==> src/logic/sync_serial_pkg.sv <==
// shared constants of the serial frame engine
package sync_serial_pkg;
    // frame format field encodings
    localparam logic [1:0] FMT_SPI = 2'h0;
    localparam logic [1:0] FMT_SYNC_SERIAL = 2'h1;
    localparam logic [1:0] FMT_CONTROL_WORD = 2'h2;
    localparam logic [1:0] FMT_RESERVED = 2'h3;
    // control word length in bits
    localparam logic [4:0] CONTROL_BITS = 5'h08;
    // data size field: bits minus one, legal 3..15
    localparam logic [3:0] DATA_SIZE_MIN = 4'h3;
    // second control register values
    localparam logic [31:0] CR1_MASTER = 32'h0000_0000;
    localparam logic [31:0] CR1_SLAVE_OUT = 32'h0000_0004;
    localparam logic [31:0] CR1_SLAVE_NO_OUT = 32'h0000_000c;
    // bit positions in the second control register
    localparam int CR1_ENABLE_POS = 1;
    localparam int CR1_SLAVE_POS = 2;
    localparam int CR1_OUT_OFF_POS = 3;
endpackage

==> src/logic/sync_serial_divider.sv <==
// prescaler producing half-period enable pulses
`timescale 1ns/100ps
`default_nettype none
module sync_serial_divider (
    // clock and reset
    input wire logic i_clk,
    input wire logic i_rst_n,
    // control
    input wire logic i_run,
    input wire logic [7:0] i_prescale_divisor,
    input wire logic [7:0] i_clock_rate_factor,
    // half-period tick
    output logic o_half_tick
);
    typedef struct packed {
        logic [15:0] count;
        logic tick;
    } div_state_t;

    div_state_t state;
    div_state_t next_state;
    logic [15:0] half_len;

    always_comb begin
        // half period = divisor*(1+factor)/2 cycles, divisor even
        half_len = 16'({8'h00, i_prescale_divisor[7:1]}
            * ({8'h00, i_clock_rate_factor} + 16'h0001));
        next_state = state;
        next_state.tick = 1'b0;
        if (!i_run) begin
            next_state.count = 16'h0000;
        end else if (state.count + 16'h0001 >= half_len) begin
            next_state.count = 16'h0000;
            next_state.tick = 1'b1;
        end else begin
            next_state.count = state.count + 16'h0001;
        end
    end

    always_ff @(posedge i_clk or negedge i_rst_n) begin
        if (!i_rst_n) begin
            state <= '0;
        end else begin
            state <= next_state;
        end
    end

    assign o_half_tick = state.tick;

    a_tick_stops_idle: assert property (@(posedge i_clk) disable iff (!i_rst_n)
        !i_run |=> !o_half_tick)
        else $error("tick while divider stopped");
endmodule
`default_nettype wire

==> src/logic/sync_serial_sync.sv <==
// two-flop synchroniser for the pin inputs
`timescale 1ns/100ps
`default_nettype none
module sync_serial_sync #(
    parameter int WIDTH = 3
) (
    // clock and reset
    input wire logic i_clk,
    input wire logic i_rst_n,
    // asynchronous in, synchronous out
    input wire logic [WIDTH-1:0] i_async,
    output logic [WIDTH-1:0] o_sync
);
    typedef struct packed {
        logic [WIDTH-1:0] first;
        logic [WIDTH-1:0] second;
    } sync_state_t;

    sync_state_t state;
    sync_state_t next_state;

    always_comb begin
        next_state.first = i_async;
        next_state.second = state.first;
    end

    always_ff @(posedge i_clk or negedge i_rst_n) begin
        if (!i_rst_n) begin
            // pins idle high, so no false edge after reset
            state <= '1;
        end else begin
            state <= next_state;
        end
    end

    assign o_sync = state.second;
endmodule
`default_nettype wire

==> src/logic/sync_serial_frame_engine.sv <==
// frame sequencer: spi mode 1/1 and half-duplex control-word format
//
// Overview of operation
// - spi idle: clock high, select high, out low
// - drive clock pad only as master
// - master starts: select low, output pad on
// - data half period after select, clock falls
// - sample on rising, change on falling
// - single word: select high one period later
// - back-to-back: select stays low until end
// - control word eight bits out, no input
// - control-word idle: clock low, select high
// - select fall loads fifo word, msb first
// - select low all frame, input ignored
// - device latches response on rising edge
// - select rise one period later pushes word
// - continuous: next control follows lsb
// - slave samples first rising after select
// - format field: 0 spi, 2 control word
`timescale 1ns/100ps
`default_nettype none
module sync_serial_frame_engine (
    // clock and reset
    input wire logic i_clk,
    input wire logic i_rst_n,
    // configuration
    input wire logic i_port_enable_bit,
    input wire logic i_slave_mode,
    input wire logic i_slave_out_disable,
    input wire logic [1:0] i_frame_format_field,
    input wire logic [3:0] i_data_size_field,
    input wire logic i_clock_polarity_bit,
    input wire logic i_clock_phase_bit,
    input wire logic [7:0] i_prescale_divisor,
    input wire logic [7:0] i_clock_rate_factor,
    // transmit fifo side
    input wire logic i_tx_valid,
    input wire logic [15:0] i_tx_data,
    output logic o_tx_pop,
    // receive fifo side
    output logic o_rx_push,
    output logic [15:0] o_rx_data,
    // status
    output logic o_busy,
    // serial pins
    input wire logic i_serial_clock_pin,
    output logic o_serial_clock_pin,
    output logic o_serial_clock_pin_oe,
    input wire logic i_frame_select_pin,
    output logic o_frame_select_pin,
    output logic o_frame_select_pin_oe,
    output logic o_serial_out_pin,
    output logic o_serial_out_pin_oe,
    input wire logic i_serial_in_pin
);
    typedef enum logic [2:0] {
        ST_IDLE = 3'b000,
        ST_SETUP = 3'b001,
        ST_FIRST = 3'b010,
        ST_SECOND = 3'b011,
        ST_TAIL = 3'b100
    } phase_t;

    typedef struct packed {
        phase_t phase;
        logic sclk;
        logic fss;
        logic sout;
        logic sout_oe;
        logic sclk_oe;
        logic pop;
        logic push;
        logic [15:0] shift_out;
        logic [15:0] shift_in;
        logic [15:0] rx_data;
        logic [4:0] bits_left;
        logic in_response;
        logic wait_bit;
        logic tail_half;
        logic prev_sclk;
        logic prev_fss;
        logic busy;
    } eng_state_t;

    eng_state_t state;
    eng_state_t next_state;
    logic half_tick;
    logic [2:0] pins_sync;
    logic ext_clk;
    logic ext_fss;
    logic ext_in;
    logic cw_mode;
    logic spi_ok;
    logic [4:0] word_bits;
    logic ext_rise;

    // ==========================================================
    // pin synchronisers and prescaler
    sync_serial_sync #(.WIDTH(3)) u_sync (
        .i_clk(i_clk),
        .i_rst_n(i_rst_n),
        .i_async({i_serial_clock_pin, i_frame_select_pin,
            i_serial_in_pin}),
        .o_sync(pins_sync)
    );
    assign {ext_clk, ext_fss, ext_in} = pins_sync;

    sync_serial_divider u_div (
        .i_clk(i_clk),
        .i_rst_n(i_rst_n),
        // started with the select fall, so the first half is exact
        .i_run(next_state.phase != ST_IDLE),
        .i_prescale_divisor(i_prescale_divisor),
        .i_clock_rate_factor(i_clock_rate_factor),
        .o_half_tick(half_tick)
    );

    assign cw_mode = i_frame_format_field == sync_serial_pkg::FMT_CONTROL_WORD;
    assign spi_ok = i_frame_format_field == sync_serial_pkg::FMT_SPI
        && i_clock_polarity_bit && i_clock_phase_bit;
    assign word_bits = {1'b0, i_data_size_field} + 5'h01;
    assign ext_rise = ext_clk && !state.prev_sclk;

    // ==========================================================
    // sequencer
    always_comb begin
        next_state = state;
        next_state.pop = 1'b0;
        next_state.push = 1'b0;
        next_state.prev_sclk = ext_clk;
        next_state.prev_fss = ext_fss;
        // clock pad driven only by a master
        next_state.sclk_oe = !i_slave_mode && i_port_enable_bit;
        unique case (state.phase)
            ST_IDLE: begin
                // idle levels; control word idles clock low
                next_state.sclk = !cw_mode;
                next_state.fss = 1'b1;
                next_state.sout = 1'b0;
                next_state.sout_oe = 1'b0;
                next_state.in_response = 1'b0;
                if (i_port_enable_bit && !i_slave_mode && i_tx_valid
                        && (spi_ok || cw_mode)) begin
                    // fifo bottom loads at select fall
                    next_state.phase = ST_SETUP;
                    next_state.fss = 1'b0;
                    next_state.sout_oe = 1'b1;
                    next_state.pop = 1'b1;
                    next_state.shift_out = i_tx_data;
                    next_state.shift_in = 16'h0000;
                    next_state.bits_left = cw_mode
                        ? sync_serial_pkg::CONTROL_BITS : word_bits;
                    next_state.wait_bit = 1'b0;
                end else if (i_port_enable_bit && i_slave_mode && cw_mode
                        && !ext_fss && state.prev_fss) begin
                    // slave: frame from external select fall
                    next_state.phase = ST_FIRST;
                    next_state.sclk_oe = 1'b0;
                    next_state.bits_left = sync_serial_pkg::CONTROL_BITS;
                    next_state.in_response = 1'b0;
                end
            end
            ST_SETUP: begin
                // first data half period after select fall
                if (half_tick) begin
                    next_state.phase = ST_FIRST;
                    next_state.sclk = 1'b0;
                    next_state.sout = cw_mode
                        ? state.shift_out[7] : state.shift_out[i_data_size_field];
                end
            end
            ST_FIRST: begin
                if (i_slave_mode) begin
                    // slave latches on rising external clock
                    if (ext_fss) begin
                        next_state.phase = ST_IDLE;
                    end else if (ext_rise) begin
                        next_state.shift_in = {state.shift_in[14:0], ext_in};
                        next_state.bits_left = state.bits_left - 5'h01;
                        if (state.bits_left == 5'h01) begin
                            next_state.rx_data = 16'(
                                {state.shift_in[6:0], ext_in});
                            next_state.push = 1'b1;
                            next_state.bits_left = sync_serial_pkg::CONTROL_BITS;
                        end
                    end
                end else if (half_tick) begin
                    next_state.sclk = 1'b1;
                    next_state.phase = ST_SECOND;
                    if (state.wait_bit) begin
                        next_state.wait_bit = 1'b0;
                    end else begin
                        if (!cw_mode || state.in_response) begin
                            next_state.shift_in =
                                {state.shift_in[14:0], ext_in};
                        end
                        next_state.bits_left = state.bits_left - 5'h01;
                    end
                end
            end
            ST_SECOND: begin
                if (half_tick) begin
                    if (state.bits_left != 5'h00 || state.wait_bit) begin
                        next_state.phase = ST_FIRST;
                        next_state.sclk = 1'b0;
                        next_state.shift_out = {state.shift_out[14:0], 1'b0};
                        next_state.sout = cw_mode
                            ? state.shift_out[6]
                            : state.shift_out[i_data_size_field - 4'h1];
                        if (state.wait_bit) begin
                            next_state.sout = 1'b0;
                        end
                    end else if (cw_mode && !state.in_response) begin
                        // one idle clock, then response bits
                        next_state.phase = ST_FIRST;
                        next_state.sclk = 1'b0;
                        next_state.sout = 1'b0;
                        next_state.in_response = 1'b1;
                        next_state.wait_bit = 1'b1;
                        next_state.bits_left = word_bits;
                    end else if (i_tx_valid && i_port_enable_bit) begin
                        next_state.rx_data = state.shift_in;
                        next_state.push = 1'b1;
                        next_state.pop = 1'b1;
                        next_state.shift_out = i_tx_data;
                        next_state.shift_in = 16'h0000;
                        next_state.phase = ST_FIRST;
                        next_state.in_response = 1'b0;
                        next_state.sclk = 1'b0;
                        next_state.sout = cw_mode
                            ? i_tx_data[7] : i_tx_data[i_data_size_field];
                        next_state.bits_left = cw_mode
                            ? sync_serial_pkg::CONTROL_BITS : word_bits;
                    end else begin
                        next_state.phase = ST_TAIL;
                        next_state.tail_half = 1'b1;
                    end
                end
            end
            ST_TAIL: begin
                // select rises one period after last capture
                if (half_tick) begin
                    next_state.phase = ST_IDLE;
                    next_state.tail_half = 1'b0;
                    // word handed over at frame end
                    next_state.rx_data = state.shift_in;
                    next_state.push = 1'b1;
                    next_state.fss = 1'b1;
                    next_state.sout = 1'b0;
                    next_state.sout_oe = 1'b0;
                    next_state.sclk = !cw_mode;
                end
            end
            default: begin
                next_state.phase = ST_IDLE;
            end
        endcase
        if (!i_port_enable_bit) begin
            next_state.phase = ST_IDLE;
            next_state.fss = 1'b1;
            next_state.sout_oe = 1'b0;
        end
        if (i_slave_mode && i_slave_out_disable) begin
            next_state.sout_oe = 1'b0;
        end
        next_state.busy = next_state.phase != ST_IDLE;
    end

    always_ff @(posedge i_clk or negedge i_rst_n) begin
        if (!i_rst_n) begin
            state <= '{phase: ST_IDLE, sclk: 1'b1, fss: 1'b1,
                prev_sclk: 1'b1, prev_fss: 1'b1, default: '0};
        end else begin
            state <= next_state;
        end
    end

    // ==========================================================
    // outputs
    assign o_serial_clock_pin = state.sclk;
    assign o_serial_clock_pin_oe = state.sclk_oe;
    assign o_frame_select_pin = state.fss;
    assign o_frame_select_pin_oe = state.sclk_oe;
    assign o_serial_out_pin = state.sout;
    assign o_serial_out_pin_oe = state.sout_oe;
    assign o_tx_pop = state.pop;
    assign o_rx_push = state.push;
    assign o_rx_data = state.rx_data;
    assign o_busy = state.busy;

    // ==========================================================
    // checks
    a_idle_spi_levels: assert property (@(posedge i_clk) disable iff (!i_rst_n)
        state.phase == ST_IDLE && !cw_mode && $past(state.phase == ST_IDLE)
        |-> o_frame_select_pin && !o_serial_out_pin)
        else $error("spi idle levels wrong");
    a_pad_master_only: assert property (@(posedge i_clk) disable iff (!i_rst_n)
        i_slave_mode |=> !o_serial_clock_pin_oe)
        else $error("clock pad driven in slave");
    a_start_select_low: assert property (@(posedge i_clk) disable iff (!i_rst_n)
        state.phase == ST_IDLE && next_state.phase == ST_SETUP
        |=> !o_frame_select_pin && o_tx_pop)
        else $error("start without select low");
    a_select_low_frame: assert property (@(posedge i_clk) disable iff (!i_rst_n)
        state.phase inside {ST_FIRST, ST_SECOND} && !i_slave_mode
        |-> !o_frame_select_pin)
        else $error("select high mid frame");
    a_clock_first_fall: assert property (@(posedge i_clk) disable iff (!i_rst_n)
        state.phase == ST_SETUP && half_tick |=> !o_serial_clock_pin)
        else $error("first clock edge not falling");
    a_rise_in_second: assert property (@(posedge i_clk) disable iff (!i_rst_n)
        state.phase == ST_SECOND |-> o_serial_clock_pin)
        else $error("clock low in sample half");
    a_push_at_end: assert property (@(posedge i_clk) disable iff (!i_rst_n)
        state.phase == ST_TAIL && state.tail_half && half_tick
        |=> o_rx_push && o_frame_select_pin)
        else $error("frame end without push");
    a_cw_idle_low: assert property (@(posedge i_clk) disable iff (!i_rst_n)
        state.phase == ST_IDLE && cw_mode && $past(state.phase == ST_IDLE)
        && $past(cw_mode) |-> !o_serial_clock_pin)
        else $error("control word idle clock high");
    c_spi_frame: cover property (@(posedge i_clk) disable iff (!i_rst_n)
        !cw_mode && o_rx_push);
    c_cw_frame: cover property (@(posedge i_clk) disable iff (!i_rst_n)
        cw_mode && state.in_response && o_rx_push);
    c_back_to_back: cover property (@(posedge i_clk) disable iff (!i_rst_n)
        state.phase == ST_FIRST && o_tx_pop && o_rx_push);
endmodule
`default_nettype wire

==> config.mk <==
export PLATFORM = sky130hd
export DESIGN_NAME = sync_serial_frame_engine
export DESIGN_NICKNAME = d
export VERILOG_FILES = /design/src/logic/sync_serial_pkg.sv /design/src/logic/sync_serial_divider.sv /design/src/logic/sync_serial_sync.sv /design/src/logic/sync_serial_frame_engine.sv
export SDC_FILE = /design/constraint.sdc
export NUM_CORES = 1
export LEC_CHECK = 0
export BUFFER_PORTS_ARGS = -buffer_cell sky130_fd_sc_hd__buf_2
export CAP_MARGIN = 20
export CELL_PAD_IN_SITES_DETAIL_PLACEMENT = 1
export CELL_PAD_IN_SITES_GLOBAL_PLACEMENT = 1
export CORE_MARGIN = 10
export CORE_UTILIZATION = 29
export DETAILED_ROUTE_END_ITERATION = 8
export PLACE_DENSITY = 0.51
export SYNTH_ARGS = -nofsm -noshare
export SYNTH_HDL_FRONTEND = slang
export SYNTH_SLANG_ARGS = --single-unit
==> constraint.sdc <==
create_clock -name i_clk -period 5.4 [get_ports i_clk]
set_input_delay 0.54 -clock i_clk [delete_from_list [all_inputs] [get_ports i_clk]]
set_output_delay 0.54 -clock i_clk [all_outputs]
set_load 0.03 [all_outputs]
==> results of run 1 <==
-- cell families after synthesis --
group	count (synthesis)	synth area share
buffers and inverters	101	0.06516
XOR/XNOR	36	0.04254
adder cells (fa/ha/maj)	90	0.1864
AO/OA/AOI/OAI	174	0.1487
AND/OR/NAND/NOR	281	0.2014
multiplexers	17	0.04693
flip-flops	91	0.3089
-- critical path: cells and delay by family --
family | cells | cell delay (ns)
compound gates | 8 | 1.32
xor+xnor | 1 | 0.20
fa+ha+maj | 6 | 2.46
buf+inv | 6 | 0.60
simple gates | 6 | 0.82
-- state kept, by name, summed over array words and instances (netlist names) --
signal / count
state: 44
o_rx_data: 16
u_div.state: 16
u_sync.next_state: 3
u_sync.o_sync: 3
o_busy: 1
o_frame_select_pin: 1
o_frame_select_pin_oe: 1
o_rx_push: 1
o_serial_clock_pin: 1
o_serial_out_pin: 1
o_serial_out_pin_oe: 1
o_tx_pop: 1
u_div.o_half_tick: 1
-- cell usage after synthesis, drive strengths merged, types with 4 or more instances --
| master | instances | area share |
|---|---|---|
| a211oi | 4 | 0.0041 |
| a21o | 7 | 0.0071 |
| a21oi | 31 | 0.021 |
| a22oi | 24 | 0.025 |
| a31oi | 6 | 0.0051 |
| and2 | 24 | 0.020 |
| and2b | 6 | 0.0069 |
| and3 | 8 | 0.0068 |
| buf | 32 | 0.030 |
| clkbuf | 13 | 0.0066 |
| dfrtp | 81 | 0.27 |
| dfstp | 10 | 0.035 |
| fa | 34 | 0.092 |
| ha | 56 | 0.095 |
| inv | 56 | 0.028 |
| mux4 | 14 | 0.043 |
| nand2 | 90 | 0.046 |
| nand2b | 12 | 0.010 |
| nand3 | 25 | 0.017 |
| nor2 | 41 | 0.021 |
| nor2b | 38 | 0.035 |
| nor3 | 12 | 0.0081 |
| o211ai | 4 | 0.0059 |
| o21a | 4 | 0.0041 |
| o21ai | 70 | 0.047 |
| o22ai | 4 | 0.0034 |
| o31ai | 4 | 0.0041 |
| xnor2 | 15 | 0.018 |
| xor2 | 21 | 0.025 |
-- report_power, final --
part	total (mW)	leakage [nW]	switching (mW)	internal, mW
clock network	0.645	0.143	0.285	0.361
registers	0.764	1.21	0.0419	0.722
logic	1.29	2.83	0.643	0.647
total	2.70	4.18	0.969	1.73
-- metal layers --
metal	part of all wire	wire (um)	vias up	global-route usage
met5	0	0	-	0
met2	0.49	9847	62	0.2158
met4	0.0053	107	0	0.01786
li1	-	-	2945	-
met3	0.025	497	7	0.01968
met1	0.48	9551	3052	0.1646
-- final timing paths --
path	end	slack, ns	cells after the start
min	state[5]	0.19	1
min in group i_clk	u_sync.next_state[0]	0.31	1
max	u_div.state[11]	-0.25	27
max reg2reg	u_div.state[11]	2.36	13
min reg2reg	u_sync.o_sync[2]	0.36	0
max in group asynchronous	o_rx_data[3]	4.13	2
-- final cells by class --
cell class	count	area [um^2]	area share
clock buffer	10	229.0	0.02504
clock inverter	6	65.06	0.007115
inverter	56	210.2	0.02299
tap	330	412.9	0.04516
timing repair buffer	145	985.9	0.1078
multi-input combinational	598	4951	0.5415
sequential	91	2290	0.2504
-- what timing repair did --
action                                  in CTS  in global routing
resized for setup                           20                  8
endpoints found under the setup margin      17                 17
setup buffers                               13                  2
pin swaps                                   28                  7
==> key figures, run 1 <==
Status
  – Status: finished with violations
  – Failing checks: negative setup slack

Clocking
  – Total CTS buffers: 9
  – H-tree lvl count: 3
  – Worst-Skew Late Latency: 0.34 ns
  – CTS Buffer Depth: 2
  – Hold buffer count at cts: 0
  – # clock sinks: 91
  – CTS root buf: clkbuf_16
  – CTS tree: yes
  – Reg clk slew, reported paths: 0.08 ns

Synth
  – Post-synth EDFFs: 0
  – Cell Area, Synth: 7412 um^2
  – Sequential fraction of the synthesis area: 0.3089
  – Synth Register Bits: 91
  – Async S/R FF share, synth: 1.000
  – Post-Syn Nets: 929
  – Main synth FF type: dfrtp_1
  – Syn Inst Count: 790
  – Post-synth cell types: 72
  – Synth warn: 0
  – Syn avg cell area: 9.382 um^2

STA
  – Maximum clock frequency: 177.0 MHz
  – Period minus WS final: 5.649 ns
  – Least-Margin Pin Slew: 0.8094 ns
  – Setup ws final: -0.2491 ns
  – Final TNS setup: -3.702 ns
  – Slew Viols, Final: 0
  – Part of the cycle the worst path needs: 1.046
  – Unrepaired setup endpoints after global routing: yes
  – Hold Slack: 0.1897 ns
  – Final setup skew: 0.01708 ns
  – Normalized max-slew margin: 0.4590
  – Final hold vios: 0
  – Setup violators final: 17

Global routing
  – Vias in the first global route: 6666
  – First-pass GRT wire length: 34580 um
  – Congestion Overflow GR: 0
  – Antenna violations before repair: 1
  – Largest net degree at the start of global routing: 52
  – Total track usage: 0.1252

Layout
  – Final net count: 1040
  – # fillers: 2890
  – Highest-count cells in the layout ignoring fill and taps: 90 x nand2_1, 81 x dfrtp_1, 67 x buf_2, 67 x buf_4, 66 x o21ai_0
  – Post-Layout Cell Count: 1236
  – Ant diodes: 0
  – Share of cells above drive strength 1: 0.2715
  – Util after Layout: 0.3631
  – Area growth, synth to finish: 23.36%
  – Finished Cell Area: 9144 um^2
  – Most common cell after layout, fill and taps aside: nand2_1

Route
  – Post-route ant nets: 0
  – Routed length per instance: 16.18 um
  – DRT iter0 DRCs: 339
  – Avg Vias per Cell: 4.908
  – Vias: 6066
  – Pre-Repair DR Iteration Count: 4
  – Remaining DRCs: 0
  – Total Wirelength: 20000 um

Setup path
  – WS Path Type: input pin to flop
  – Worst EP arrival: 5.93 ns
  – Crit path max fanout: 5
  – Worst setup EP type: flop
  – CP peak stage delay: 0.49 ns
  – Required @ worst endpoint: 5.68 ns
  – Worst path most repeated cell: fa_1
  – Reg-to-Reg Start: u_div.state[3]
  – Slowest cell on crit path: fa_1
  – Worst Setup Start Kind: input pin
  – CP Launch Point: i_clock_rate_factor[4]

Die
  – Core area: 25180 um^2
  – Die Span X: 179.9 um
  – Row count: 58
  – Ports: 74
  – Die H: 179.9 um
  – Initial Util: 0.2943
  – Die area: 32350 um^2

Pwr
  – Max IR drop VDD: 0.1356 mV
  – PwrDens: 295.2 nW/um^2
  – Overall Power: 2.699 mW
  – LEAKAGE: 4.182 nW

Place
  – Placer Congestion: 0.7998
  – Port buffer count: 72
  – Post-DP HPWL: 15780 um
  – Placed insts: 1202
  – Pre-CTS setup slack: -0.8484 ns
  – DP Area: 8573 um^2

Worst hold path
  – Hold WC Path Type: input pin to async pin

Job
  – Max Cap Viol: 0
Note: power is estimated with default switching activity, not from simulation.
==> run 2: changes to the inputs <==
- clock period: 5.4 -> 7.1 ns (I/O delays scaled with it)
==> run 2 against run 1 <==
Global-route usage decreased by 0.49 points; utilization decreased by 3.2 points; worst setup slack improved by 0.76 ns; the flow now finishes without violations.
==> key figures, run 2 (synthesis results as in run 1) <==
Global routing
  – Largest net degree at the start of global routing: 70 (+35%)
  – Total track usage: 0.1203 (-0.004943)
  – First-pass GRT wire length: 33120 um (-4.2%)
  – Vias in the first global route: 6437 (-3.4%)
  – Antenna violations before repair: 0 (-1)
  – Congestion Overflow GR: 0 (unchanged)

Pwr
  – Overall Power: 1.759 mW (-35%)
  – LEAKAGE: 3.844 nW (-8.1%)
  – Max IR drop VDD: 0.1045 mV (-23%)
  – PwrDens: 210.9 nW/um^2 (-29%)

Clocking
  – # Post-CTS Setup Buffers: 0 (-13)
  – CTS Buffer Depth: 2 (unchanged)
  – Worst-Skew Late Latency: 0.34 ns (about the same)
  – # clock sinks: 91 (unchanged)
  – H-tree lvl count: 3 (unchanged)
  – CTS root buf: clkbuf_16
  – CTS tree: yes
  – Post-CTS Resized: 0 (-100%)
  – Hold buffer count at cts: 0 (unchanged)
  – Total CTS buffers: 9 (unchanged)
  – Reg clk slew, reported paths: 0.07 ns (about the same)

Die
  – Die Span X: 179.9 um (unchanged)
  – Ports: 74 (unchanged)
  – Die H: 179.9 um (unchanged)
  – Row count: 58 (unchanged)
  – Initial Util: 0.2943 (unchanged)
  – Core area: 25180 um^2 (unchanged)
  – Die area: 32350 um^2 (unchanged)

Place
  – Port buffer count: 72 (unchanged)
  – DP Area: 8030 um^2 (-6.3%)
  – Placer Congestion: 0.8262 (+3.3%)
  – Post-DP HPWL: 15130 um (-4.1%)

Route
  – Avg Vias per Cell: 4.976 (+1.4%)
  – DRT iter0 DRCs: 253 (-25%)
  – Post-route ant nets: 0 (unchanged)
  – Pre-Repair DR Iteration Count: 4 (unchanged)
  – Routed length per instance: 16.39 um (+1.3%)
  – Total Wirelength: 19310 um (-3.5%)
  – Vias: 5862 (-3.4%)
  – Remaining DRCs: 0 (unchanged)

Worst hold path
  – Hold WC Path Type: input pin to async pin

STA
  – Final setup skew: 0.01372 ns (-0.003356 ns)
  – Period minus WS final: 6.587 ns
  – Normalized max-slew margin: 0.4021 (-0.05690)
  – Unrepaired setup endpoints after global routing: no
  – Maximum clock frequency: 151.8 MHz
  – Part of the cycle the worst path needs: 0.9278
  – Least-Margin Pin Slew: 0.8969 ns (+0.08746 ns)
  – Final TNS setup: 0 ns (+3.702 ns)
  – Setup violators final: 0 (-17)
  – Slew Viols, Final: 0 (unchanged)
  – Final hold vios: 0 (unchanged)

Layout
  – Largest register FFs: 44 (unchanged)
  – Finished Cell Area: 8344 um^2 (-8.7%)
  – Share of cells above drive strength 1: 0.1792 (-0.09228)
  – Biggest register: state
  – Most common cell after layout, fill and taps aside: nand2_1
  – Ant diodes: 0 (unchanged)
  – Area growth, synth to finish: 12.58%
  – Final net count: 982 (-5.6%)
  – Highest-count cells in the layout ignoring fill and taps: 90 x nand2_1, 81 x dfrtp_1, 71 x buf_2

Setup path
  – Crit path max fanout: 9 (+4)
  – Required @ worst endpoint: 7.33 ns (+1.65 ns)
  – Worst EP arrival: 6.82 ns (+0.89 ns)
  – Worst setup EP type: flop
  – WS Path Type: input pin to flop
  – Worst Setup Start Kind: input pin

Status
  – Status: completed

Job
  – Max Cap Viol: 0 (unchanged)
## run 2: changes by cell type in the layout (fill, tap and decap cells not counted), sizes merged
cell    previous run  this run
clkbuf            10        14
clkinv             3         1
inv               57        56
bufinv             1         0
buf              145        87
## run 2: report_power, final
group          switching, mW  internal [mW]  leakage (nW)  total (mW)
Clock                  0.203          0.257         0.133       0.460
Combinational          0.406          0.312          2.50       0.719
Sequential            0.0315          0.549          1.21       0.581
Total                  0.641           1.12          3.84        1.76
## run 2: area by class of cell
cell class / count / area, um^2
Clock buffer: 14 / 264.0
Clock inverter: 2 / 12.51
Fill cell: 2914 / 16840
Inverter: 56 / 210.2
Multi-Input combinational cell: 598 / 4652
Sequential cell: 91 / 2290
Tap cell: 330 / 412.9
Timing Repair Buffer: 87 / 503.0
## run 2: layer usage
| metal | vias to the layer above | global-route usage | share of wire |
|---|---|---|---|
| met2 | 67 | 0.1996 | 0.48 |
| met1 | 2954 | 0.1608 | 0.49 |
| met5 | - | 0 | 0 |
| li1 | 2826 | - | - |
| met4 | 0 | 0.02514 | 0.011 |
| met3 | 15 | 0.02008 | 0.025 |
## run 2: path summary, 6_finish.rpt
kind / cells past startpoint / to / startpoint / slack [ns]
max in group asynchronous: 2 / u_div.state[15] / i_rst_n / 5.63
max reg2reg: 12 / u_div.state[9] / u_div.state[3] / 3.99
min: 1 / o_frame_select_pin_oe / i_rst_n / 0.26
min in group i_clk: 0 / u_sync.o_sync[2] / u_sync.next_state[2] / 0.35
min reg2reg: 0 / u_sync.o_sync[2] / u_sync.next_state[2] / 0.35
max: 25 / u_div.state[3] / i_clock_rate_factor[0] / 0.51
## run 2: per-stage QoR
stage / cells / hold WS [ns] / util / setup WS, ns
detailed placement: 1159 / 0.3479 / 0.3189 / 0.1434
global placement: 1158 / 0.3465 / 0.3186 / 0.2696
finish: 1178 / 0.2630 / 0.3314 / 0.5129
floorplan: 790 / 0.3452 / - / 1.028
global route: 1178 / 0.2701 / 0.3314 / 0.05516
CTS: 1175 / 0.2585 / 0.3299 / 0.5005
## run 2: worst max-delay path, stage by stage
cell and delay, ns:
buf_2 0.14, ha_1 0.20, nand3_1 0.12, nor2_1 0.17, xor2_1 0.36, and2_1 0.21
fa_1 0.44, fa_1 0.47, fa_1 0.55, inv_1 0.05, fa_1 0.52, inv_1 0.04
ha_1 0.34, a211oi_1 0.26, o211ai_1 0.20, a21oi_1 0.25, o21bai_1 0.10, a21oi_1 0.19
xnor2_1 0.10, ha_1 0.30, nand4_1 0.14, nor3_1 0.22, inv_1 0.10, o211ai_4 0.35
and2b_2 0.27
